==> src/rtl/spd_consts.svh <==
// Constants for the special register page decoder
`ifndef SPD_CONSTS_SVH
`define SPD_CONSTS_SVH
`define SPD_PAGE_SELECT_ADDR 8'hbf
`define SPD_PAGE_SELECT_RESET 8'h00
`define SPD_SPACE_BASE 8'h80
`define SPD_PAGE_ZERO 8'h00
`define SPD_PAGE_F 8'h0f
`define SPD_BIT_NIBBLE_A 3'h0
`define SPD_BANK_COUNT 2
`endif

==> src/rtl/spd_pkg.sv <==
// Types for the special register page decoder
package spd_pkg;
    // Core access request on the direct address bus
    typedef struct packed {
        logic rd;
        logic wr;
        logic bit_op;
        logic [7:0] addr;
        logic [2:0] bit_idx;
        logic [7:0] wdata;
        logic wbit;
    } spd_req_t;
    // Decoded select toward the register banks
    typedef struct packed {
        logic sel_common;
        logic sel_page0;
        logic sel_pagef;
        logic rd;
        logic wr;
        logic bit_op;
        logic [6:0] offset;
        logic [7:0] wdata;
        logic [7:0] wmask;
    } spd_sel_t;
endpackage

==> src/rtl/spd_page_decoder.sv <==
// Page select register and address decode for the special register space
// Behaviour
// - Page selector is eight bits, any value.
// - Page and address 0x80-0xFF form decode.
// - Only pages 0x0 and 0xF are populated.
// - Common registers answer on both populated pages.
// - Page write affects all later accesses.
// - Page register read returns full page.
// - Page register at 0xBF on every page.
// - Low nibble 0x0/0x8 allows bit access.
// - Undefined combinations map to nothing.
// - Decode only for direct addresses 0x80-0xFF.
`timescale 1ns/1ps
`include "spd_consts.svh"
module spd_page_decoder
    import spd_pkg::*;
(
    input wire logic core_clk,
    input wire logic resetn,
    input spd_req_t req,
    input wire logic [7:0] rdata_common,
    input wire logic [7:0] rdata_page0,
    input wire logic [7:0] rdata_pagef,
    output spd_sel_t sel,
    output logic [7:0] rdata,
    output logic rvalid,
    output logic [7:0] page_select
);
    // Offset classes used to build the occupancy maps
    localparam logic [1:0] KIND_COMMON = 2'h0;
    localparam logic [1:0] KIND_PAGED = 2'h1;
    localparam logic [1:0] KIND_HOLE = 2'h2;
    localparam logic [1:0] KIND_PAGE_REG = 2'h3;

    // Occupancy of the space by row, offset = address - 0x80:
    //   0x80-0x87 common on both pages
    //   0x88-0x8f common on both pages
    //   0x90 common; 0x91-0x95 paged; 0x96-0x97 common
    //   0x98-0x9f common on both pages
    //   0xa0-0xa7 common on both pages
    //   0xa8-0xaf common, holes at 0xab and 0xad
    //   0xb0-0xb7 common on both pages
    //   0xb8 common; 0xb9 paged; 0xba-0xbe common; 0xbf page select
    //   0xc0-0xc2 paged; 0xc3-0xc7 common
    //   0xc8-0xcf paged
    //   0xd0-0xd7 common on both pages
    //   0xd8-0xdf common on both pages
    //   0xe0-0xe3 common; 0xe4 paged; 0xe5-0xe7 common
    //   0xe8-0xef common on both pages
    //   0xf0-0xf7 common on both pages
    //   0xf8-0xff common on both pages
    // A paged offset holds one register on page 0x0 and another on page 0xf.

    // Class of one offset; a hole never maps to a bank
    function automatic logic [1:0] offset_kind(input logic [6:0] o);
        logic [1:0] k;
        k = KIND_COMMON;
        case (o)
            7'h11: k = KIND_PAGED; // Timer control pair
            7'h12: k = KIND_PAGED;
            7'h13: k = KIND_PAGED;
            7'h14: k = KIND_PAGED;
            7'h15: k = KIND_PAGED;
            7'h2b: k = KIND_HOLE;
            7'h2d: k = KIND_HOLE;
            7'h39: k = KIND_PAGED;
            7'h3f: k = KIND_PAGE_REG;
            7'h40: k = KIND_PAGED; // Two-wire unit pair
            7'h41: k = KIND_PAGED;
            7'h42: k = KIND_PAGED;
            7'h48: k = KIND_PAGED; // Timer pair
            7'h49: k = KIND_PAGED;
            7'h4a: k = KIND_PAGED;
            7'h4b: k = KIND_PAGED;
            7'h4c: k = KIND_PAGED;
            7'h4d: k = KIND_PAGED;
            7'h4e: k = KIND_PAGED;
            7'h4f: k = KIND_PAGED;
            7'h64: k = KIND_PAGED;
            default: k = KIND_COMMON;
        endcase
        return k;
    endfunction

    // Occupancy maps, one bit per offset, fixed at elaboration
    logic [127:0] common_map;
    logic [127:0] page0_map;
    logic [127:0] pagef_map;
    for (genvar g = 0; g < 128; g++) begin : g_offset
        localparam logic [1:0] KIND = offset_kind(7'(g));
        assign common_map[g] = (KIND == KIND_COMMON);
        assign page0_map[g] = (KIND == KIND_PAGED);
        assign pagef_map[g] = (KIND == KIND_PAGED);
    end

    // Address lies in the special register space
    logic in_space;
    // Address is the page select register
    logic is_page_reg;
    // Offset inside the space
    logic [6:0] off;
    // Current page is one of the populated ones
    logic page_is_0;
    logic page_is_f;
    // Bank hits for the current request
    logic hit_common;
    logic hit_0;
    logic hit_f;
    // Bit operation is legal at this address
    logic bit_ok;
    // Byte lane mask toward the banks
    logic [7:0] mask;
    // Next values of the registered outputs
    logic [7:0] next_rdata;
    spd_sel_t next_sel;

    // Address classification
    assign in_space = req.addr[7];
    assign off = req.addr[6:0];
    assign is_page_reg = in_space && (req.addr == `SPD_PAGE_SELECT_ADDR);
    assign page_is_0 = (page_select == `SPD_PAGE_ZERO);
    assign page_is_f = (page_select == `SPD_PAGE_F);
    assign hit_common = in_space && !is_page_reg && common_map[off]
        && (page_is_0 || page_is_f);
    assign hit_0 = in_space && page_is_0 && page0_map[off];
    assign hit_f = in_space && page_is_f && pagef_map[off];
    assign bit_ok = (req.addr[2:0] == `SPD_BIT_NIBBLE_A);

    // Write mask: one lane for a legal bit operation, all lanes otherwise
    for (genvar b = 0; b < 8; b++) begin : g_mask
        assign mask[b] = !(req.bit_op && bit_ok) || (req.bit_idx == 3'(b));
    end

    // Page select register, written at once for all later accesses.
    // Handlers that touch paged registers must put the page back on exit,
    // the register itself keeps no history.
    always_ff @(posedge core_clk or negedge resetn) begin
        if (!resetn) begin
            page_select <= `SPD_PAGE_SELECT_RESET;
        end else if (req.wr && is_page_reg) begin
            if (req.bit_op) begin
                page_select <= page_select;
            end else begin
                page_select <= req.wdata;
            end
        end
    end

    // Selects toward the banks; bit ops off 0x0/0x8 are dropped
    always_comb begin
        next_sel = '0;
        next_sel.sel_common = hit_common;
        next_sel.sel_page0 = hit_0;
        next_sel.sel_pagef = hit_f;
        next_sel.rd = req.rd && (!req.bit_op || bit_ok);
        next_sel.wr = req.wr && (!req.bit_op || bit_ok);
        next_sel.bit_op = req.bit_op && bit_ok;
        next_sel.offset = off;
        next_sel.wdata = req.bit_op ? {8{req.wbit}} : req.wdata;
        next_sel.wmask = mask;
    end

    // Registered selects
    always_ff @(posedge core_clk or negedge resetn) begin
        if (!resetn) begin
            sel <= '0;
        end else begin
            sel <= next_sel;
        end
    end

    // Read return: page register, selected bank, or zero for reserved
    always_comb begin
        next_rdata = 8'h00;
        if (req.rd) begin
            if (is_page_reg) begin
                next_rdata = page_select;
            end else if (hit_common) begin
                next_rdata = rdata_common;
            end else if (hit_0) begin
                next_rdata = rdata_page0;
            end else if (hit_f) begin
                next_rdata = rdata_pagef;
            end
        end
    end

    // Registered read data
    always_ff @(posedge core_clk or negedge resetn) begin
        if (!resetn) begin
            rdata <= 8'h00;
        end else begin
            rdata <= next_rdata;
        end
    end

    // Every read in the space is answered one cycle later
    always_ff @(posedge core_clk or negedge resetn) begin
        if (!resetn) begin
            rvalid <= 1'b0;
        end else begin
            rvalid <= req.rd && in_space;
        end
    end
endmodule

==> config.mk <==
export PLATFORM = sky130hd
export DESIGN_NAME = spd_page_decoder
export DESIGN_NICKNAME = d
export VERILOG_FILES = /design/src/rtl/spd_pkg.sv /design/src/rtl/spd_page_decoder.sv
export VERILOG_INCLUDE_DIRS = /design/src /design/src/rtl
export SDC_FILE = /design/constraint.sdc
export NUM_CORES = 1
export LEC_CHECK = 0
export ABC_CLOCK_PERIOD_IN_PS = 2050
export BUFFER_PORTS_ARGS = -buffer_cell sky130_fd_sc_hd__buf_2
export CORE_ASPECT_RATIO = 1.1
export CORE_MARGIN = 2
export CORE_UTILIZATION = 40
export CTS_CLUSTER_DIAMETER = 150
export DETAILED_ROUTE_END_ITERATION = 12
export GPL_TIMING_DRIVEN = 1
export PLACE_DENSITY_LB_ADDON = 0.3
export SYNTH_ARGS = -nofsm -noshare
export SYNTH_HDL_FRONTEND = slang
export SYNTH_SLANG_ARGS = --single-unit
==> constraint.sdc <==
create_clock -name core_clk -period 2.05 [get_ports core_clk]
set_clock_uncertainty 0.2 [all_clocks]
set_input_delay 0.3075 -clock core_clk [delete_from_list [all_inputs] [get_ports core_clk]]
set_output_delay 0.3075 -clock core_clk [all_outputs]
set_load 0.05 [all_outputs]
==> results.sh, run 1 <==
export IMPL_status="finished, final reports clean"
export IMPL_synthesis_area_sq_mm=0.00193
export IMPL_fin_crit_sh_pct=90.5
export IMPL_worst_ep_arrival_time_ps=1850
export IMPL_place_hpwl_um=3570
export IMPL_setup_worst_path_start="page_select[4]$_DFFE_PN0P_"
export IMPL_maxSlewViolCount=0
export IMPL_drtPass1Iterations=4
export IMPL_ir_worst_vdd_uv=333
export IMPL_fmax_ghz=0.539
export IMPL_slew_headroom_pct=65.6
export IMPL_p_int_mw=1.35
export IMPL_final_fill_count=431
export IMPL_p_leak_nw=1.39
export IMPL_fp_coreArea_sq_mm=0.00465
export IMPL_cts_path_max_buffers=2
export IMPL_clk_latency_ps=290
export IMPL_portBuffers=94
export IMPL_areaGrowthSynthToFinish_pct=39.2
export IMPL_avgViaCountPerCell=5.00
export IMPL_grtUsageMet2_pct=29.3
export IMPL_die_h_um=76.8
export IMPL_grt_first_pass_wirelength_um=7570
export IMPL_startpoint_type="flip-flop"
export IMPL_io_pins=95
export IMPL_path_max_fanout=9
export IMPL_crit_buf_inv=0
export IMPL_timing_rr_start="page_select[4]$_DFFE_PN0P_"
export IMPL_die_w_um=70.2
export IMPL_seq_area_frac_synth_pct=59.7
export IMPL_met3_usage_pct=3.15
export IMPL_synth_edf_count=0
export IMPL_holdCritPathClass="input pin to flip-flop"
export IMPL_worst_pin_slew_ps=516
export IMPL_grtUsageMet1_pct=22.1
export IMPL_syn_inst=158
export IMPL_dpl_cell_area_sq_mm=0.00254
export IMPL_synthFlopType="dfrtp_1"
export IMPL_clkPwrFrac_pct=29.3
export IMPL_fin_nets=319
export IMPL_top_usage_layer="met2"
export IMPL_vias=1636
export IMPL_combPwrFrac_pct=21.1
export IMPL_grt_max_degree=26
export IMPL_p_seq_share_pct=49.6
export IMPL_syn_area_per_cell_sq_um=12.2
export IMPL_routedWlPerCell_um=14.2
export IMPL_ctsHoldBuffers=5
export IMPL_final_core_util_pct=57.7
export IMPL_antenna_found_initial=0
export IMPL_dieArea_sq_mm=0.00540
export IMPL_worst_path_max_delay_cell="dfrtp_1"
export IMPL_drive_above_1_share_pct=49.4
export IMPL_place_congestion=0.822
export IMPL_start_util_pct=41.5
export IMPL_async_reset_ff_share_pct=100
export IMPL_critPathCaptureType="flip-flop"
export IMPL_cts_resized=0
export IMPL_ys_types=39
export IMPL_fp_row_count=26
export IMPL_path_class="flip-flop to flip-flop"
export IMPL_path_delay_family="simple AND/OR/NAND/NOR gates"
export IMPL_p_sw_share_pct=30.4
export IMPL_syn_nets=207
export IMPL_rsz0062_at_grt="no"
export IMPL_hold_start="req[9]"
export IMPL_cap_violations=0
export IMPL_grt_overflow=0
export IMPL_ant_nets=0
export IMPL_postCtsSetupBuffers=0
export IMPL_cts_tree="built"
export IMPL_slowest_delay_ps=430
export IMPL_finalSetupViolations=0
export IMPL_cts_max_level=2
export IMPL_clock_root_buffer="clkbuf_8"
export IMPL_clock_sinks=46
export IMPL_cts_buffers=5
export IMPL_finalHoldViolations=0
export IMPL_path_clk_slew_ps=80
export IMPL_yosysWarnings=0
export IMPL_required_ps=2050
export IMPL_path_cells="nor4_1, and2_2, o211a_1, nand4_1, o221ai_1"
export IMPL_drt_iter0_markers=93
export IMPL_synth_seq_cells=46
export IMPL_final_area_sq_mm=0.00269
export IMPL_min_period_ps=1860
export IMPL_drc_errors=0
export IMPL_diodes=0
export IMPL_first_global_vias=1613
export IMPL_grt_use_total_pct=17.6
export IMPL_power_density_mw_per_mm2=723
export IMPL_switching_power_mw=0.591
export IMPL_wl_um=4640
## through the flow
stage / worst slack [ps] / cells / hold WS, ps / total power, mW / TNS (ps)
5_1_grt: 26.2 / 327 / 36.9 / 2.03 / 0
3_5_place_dp: -8.32 / 314 / 118 / 1.39 / -8.32
6_report: 195 / 327 / 35.3 / 1.94 / 0
4_1_cts: 190 / 327 / 26.2 / 1.96 / 0
2_1_floorplan: 75.6 / 158 / -188 / 1.23 / 0
3_3_place_gp: 28.9 / 314 / 110 / 1.38 / 0
## state kept, by name (all words and copies together) (netlist names)
register     count
sel             29
page_select      8
rdata            8
rvalid           1
## cells in the final DEF, fill, tap and decap left out, types with 3 or more instances in the layout
| cell | instances |
|---|---|
| mux2_2 | 8 |
| clkbuf_8 | 6 |
| buf_2 | 94 |
| o21ai_1 | 6 |
| nand2_1 | 7 |
| buf_4 | 10 |
| a22oi_1 | 8 |
| a32oi_1 | 6 |
| dlygate4sd3_1 | 5 |
| inv_1 | 12 |
| nor2_1 | 4 |
| and3_1 | 6 |
| dfrtp_1 | 46 |
| and2_1 | 3 |
| o21ai_0 | 15 |
| nand4_1 | 4 |
## power by group through the flow
| stage | sequential, mW | clock, mW | combinational, mW |
|---|---|---|---|
| 2_1_floorplan | 1.14 | 0 | 0.0975 |
| 3_3_place_gp | 0.981 | 0 | 0.403 |
| 3_5_place_dp | 0.981 | 0 | 0.406 |
| 4_1_cts | 0.963 | 0.585 | 0.414 |
| 5_1_grt | 0.968 | 0.621 | 0.441 |
| 6_report | 0.963 | 0.569 | 0.410 |
## cells by family (layout without fill, tap and decap cells)
| logic type | after synthesis | in the layout | share of synthesized area [%] |
|---|---|---|---|
| buf+inv | 17 | 130 | 4.02 |
| compound gates | 45 | 45 | 16.5 |
| xor+xnor | 1 | 1 | 1.43 |
| mux | 8 | 8 | 4.67 |
| simple gates | 41 | 41 | 13.7 |
| flops | 46 | 46 | 59.7 |
## worst register-to-register path, stage by stage (launching register included)
cell and delay, ps:
dfrtp_1 430, nor4_1 280, and2_2 230, o211a_1 310, nand4_1 120, o221ai_1 190
## synthesized netlist by cell type, drive strengths merged (2+ instances only)
master | number | area [sq um]
o31ai | 2 | 15.0
a22oi | 8 | 60.1
nor4 | 2 | 18.8
o221ai | 2 | 17.5
clkbuf | 4 | 25.0
nor2 | 4 | 15.0
nor3 | 3 | 20.0
a32oi | 6 | 52.6
mux2 | 8 | 90.1
and2 | 5 | 33.8
or4b | 2 | 20.0
o21ai | 21 | 105
nand4 | 4 | 25.0
inv | 12 | 45.0
and3 | 6 | 37.5
nand2 | 7 | 26.3
dfrtp | 46 | 1150
## final cells by class
type | instances | area (sq um) | share of cell area [%]
Multi-Input combinational cell | 95 | 709 | 26.4
Inverter | 12 | 45.0 | 1.68
Tap cell | 56 | 70.1 | 2.61
Timing Repair Buffer | 110 | 616 | 22.9
Clock buffer | 6 | 82.6 | 3.07
Clock inverter | 2 | 12.5 | 0.466
Sequential cell | 46 | 1150 | 42.9
## per-layer routing
metal	wire length (um)	up-vias	part of all wire [%]
met3	266	8	5.7
met5	0	-	0
met2	2300	57	50
li1	-	804	-
met4	74	0	1.6
met1	2000	767	43
## final timing paths
kind | slack (ps) | cells after the start | endpoint
worst max-delay path | 190 | 5 | rdata[6]$_DFF_PN0_
worst min-delay path | 40 | 2 | sel[0]$_DFF_PN0_
worst max register to register | 190 | 5 | rdata[6]$_DFF_PN0_
worst min register to register | 400 | 2 | rdata[6]$_DFF_PN0_
max in group asynchronous | 830 | 3 | page_select[2]$_DFFE_PN0P_
min in group asynchronous | 310 | 2 | sel[16]$_DFF_PN0_
(Power assumes the default switching activity.)
==> run 2: changes to the inputs <==
- CELL_PAD_IN_SITES_DETAIL_PLACEMENT: unset -> 0
- CELL_PAD_IN_SITES_GLOBAL_PLACEMENT: unset -> 2
- CORE_UTILIZATION: 40 -> 27
- SETUP_SLACK_MARGIN: unset -> 0.3
==> run 2 against run 1 <==
- die area increased by 45%
- combinational power increased by 6.8%
- via count increased by 1.7%
- clock-buffer cell count increased by 1
==> results.sh, run 2 (synthesis gave the netlist of run 1 again) <==
export IMPL_portBuffers=94
export IMPL_drt_iter0_markers=32
export IMPL_p_leak_nw=1.42
export IMPL_finalHoldViolations=0
export IMPL_path_class="input pin to flip-flop"
export IMPL_whs_endpoint="sel[19]$_DFF_PN0_"
export IMPL_reg2reg_slack_ps=330
export IMPL_antenna_found_initial=0
export IMPL_seq_area_sq_mm=0.00116
export IMPL_worst_pin_slew_ps=536
export IMPL_areaGrowthSynthToFinish_pct=48.5
export IMPL_drc_errors=0
export IMPL_tns_ps=0
export IMPL_timing_rr_start="page_select[4]$_DFFE_PN0P_"
export IMPL_layout_common_cells="92 x buf_2, 40 x dfrtp_1, 15 x o21ai_0"
export IMPL_hold_start="req[15]"
export IMPL_rsz0062_at_grt="yes"
export IMPL_p_int_mw=1.37
export IMPL_clock_root_buffer="clkbuf_8"
export IMPL_largest_reg_flops=29
export IMPL_holdCritPathClass="input pin to flip-flop"
export IMPL_ff2ff_path_depth=5
export IMPL_vias=1664
export IMPL_fp_row_count=32
export IMPL_fin_crit_sh_pct=86.3
export IMPL_placedCellCount=346
export IMPL_min_period_ps=1770
export IMPL_grt_overflow=0
export IMPL_avgViaCountPerCell=4.62
export IMPL_combPwrFrac_pct=22.3
export IMPL_hold_path_depth=2
export IMPL_r2r_end="rdata[2]$_DFF_PN0_"
export IMPL_start_util_pct=27.7
export IMPL_top_regs="sel: 29 flops, page_select: 8 flops, rdata: 8 flops"
export IMPL_grt_use_total_pct=14.0
export IMPL_status="finished, final reports clean"
export IMPL_cts_tree="built"
export IMPL_wl_um=5340
export IMPL_largest_register="sel"
export IMPL_fp_coreArea_sq_mm=0.00697
export IMPL_postCtsSetupBuffers=0
export IMPL_final_fill_count=701
export IMPL_ant_nets=0
export IMPL_clock_sinks=46
export IMPL_finalNonFillerCells=360
export IMPL_finalSetupViolations=0
export IMPL_io_pins=95
export IMPL_cts_path_max_buffers=2
export IMPL_fmax_ghz=0.565
export IMPL_drive_above_1_share_pct=53.5
export IMPL_path_clk_slew_ps=80
export IMPL_place_hpwl_um=4130
export IMPL_routedWlPerCell_um=14.8
export IMPL_switching_power_mw=0.595
export IMPL_die_h_um=92.7
export IMPL_clk_latency_ps=290
export IMPL_power_density_mw_per_mm2=685
export IMPL_path_max_fanout=8
export IMPL_diodes=0
export IMPL_die_w_um=84.6
export IMPL_worst_ep_arrival_time_ps=1780
export IMPL_required_ps=2060
export IMPL_multi_input_area_sq_um=791
export IMPL_dieArea_sq_mm=0.00784
export IMPL_first_global_vias=1681
export IMPL_clkPwrFrac_pct=28.5
export IMPL_p_seq_share_pct=49.2
export IMPL_startpoint_type="input pin"
export IMPL_final_common_cell="buf_2"
export IMPL_p_sw_share_pct=30.3
export IMPL_cap_violations=0
export IMPL_cts_max_level=2
export IMPL_slew_headroom_pct=64.3
export IMPL_grt_first_pass_wirelength_um=8580
export IMPL_grt_max_degree=25
export IMPL_critPathCaptureType="flip-flop"
export IMPL_cts_buffers=5
export IMPL_ir_worst_vdd_uv=287
export IMPL_fin_nets=323
export IMPL_place_congestion=0.791
export IMPL_drtPass1Iterations=4
export IMPL_maxSlewViolCount=0
run 2: cell types whose count changed in the layout (fill, tap and decap cells not counted), moves of 2 or more:
| cell | previous run | this run |
|---|---|---|
| or4b_4 | 0 | 2 |
| buf_4 | 10 | 12 |
| o221ai_1 | 2 | 0 |
| dfrtp_2 | 0 | 6 |
| mux2_2 | 8 | 2 |
| o221ai_2 | 0 | 2 |
| buf_2 | 94 | 92 |
| mux2_4 | 0 | 6 |
| buf_6 | 0 | 2 |
| dfrtp_1 | 46 | 40 |
run 2: final cells by class:
| class | instances | share of cell area [%] |
|---|---|---|
| multi-input combinational | 95 | 27.6 |
| tap | 85 | 3.71 |
| timing repair buffer | 114 | 23.5 |
| clock inverter | 1 | 0.175 |
| sequential | 46 | 40.4 |
| inverter | 12 | 1.57 |
| clock buffer | 7 | 3.01 |
run 2: through the flow:
stage / util [%] / power, mW / area (sq um) / worst slack, ps / hold slack, ps
2_1_floorplan: - / 1.24 / 1980 / 185 / -188
3_3_place_gp: 38.0 / 1.40 / 2650 / 13.3 / 115
3_5_place_dp: 38.0 / 1.40 / 2650 / 7.90 / 120
4_1_cts: 40.2 / 1.98 / 2800 / 319 / 16.2
5_1_grt: 41.1 / 2.07 / 2870 / 259 / 21.6
6_report: 41.1 / 1.96 / 2870 / 280 / 26.9
run 2: timing repair:
action | in CTS | in global routing
hold endpoints to repair | 26 | 1
hold buffers | 5 | 1
gates cloned | 0 | 0
resized for setup | 2 | 11
endpoints found under the setup margin | 8 | 8
pin swaps | 0 | 8
run 2: metal layers:
layer	vias up	track usage, %	part of all wire [%]
li1	809	-	-
met3	5	3.74	8.1
met5	-	0	0
met4	0	5.29	0.86
met1	778	18.2	43
met2	72	22.4	48
run 2: worst max path at each step:
stage	slack (ps)	cells past startpoint	startpoint	to
3_5_place_dp	8	6	req[15]	rdata[2]$_DFF_PN0_
6_report	280	6	req[13]	rdata[2]$_DFF_PN0_
5_1_grt	260	6	req[13]	rdata[2]$_DFF_PN0_
3_3_place_gp	10	6	req[12]	rdata[6]$_DFF_PN0_
4_1_cts	320	5	page_select[4]$_DFFE_PN0P_	rdata[2]$_DFF_PN0_
2_1_floorplan	190	5	page_select[3]$_DFFE_PN0P_	rdata[2]$_DFF_PN0_
run 2: critical path, cell delays in order:
cell,delay [ps]
buf_6,100
or4b_4,540
a221oi_4,320
or2_4,200
o211ai_4,130
o221ai_2,190
run 2: power by group through the flow:
stage / logic, mW / registers, mW / clock network (mW)
2_1_floorplan: 0.0998 / 1.14 / 0
3_3_place_gp: 0.417 / 0.983 / 0
3_5_place_dp: 0.418 / 0.983 / 0
4_1_cts: 0.429 / 0.966 / 0.582
5_1_grt: 0.470 / 0.970 / 0.628
6_report: 0.438 / 0.965 / 0.560
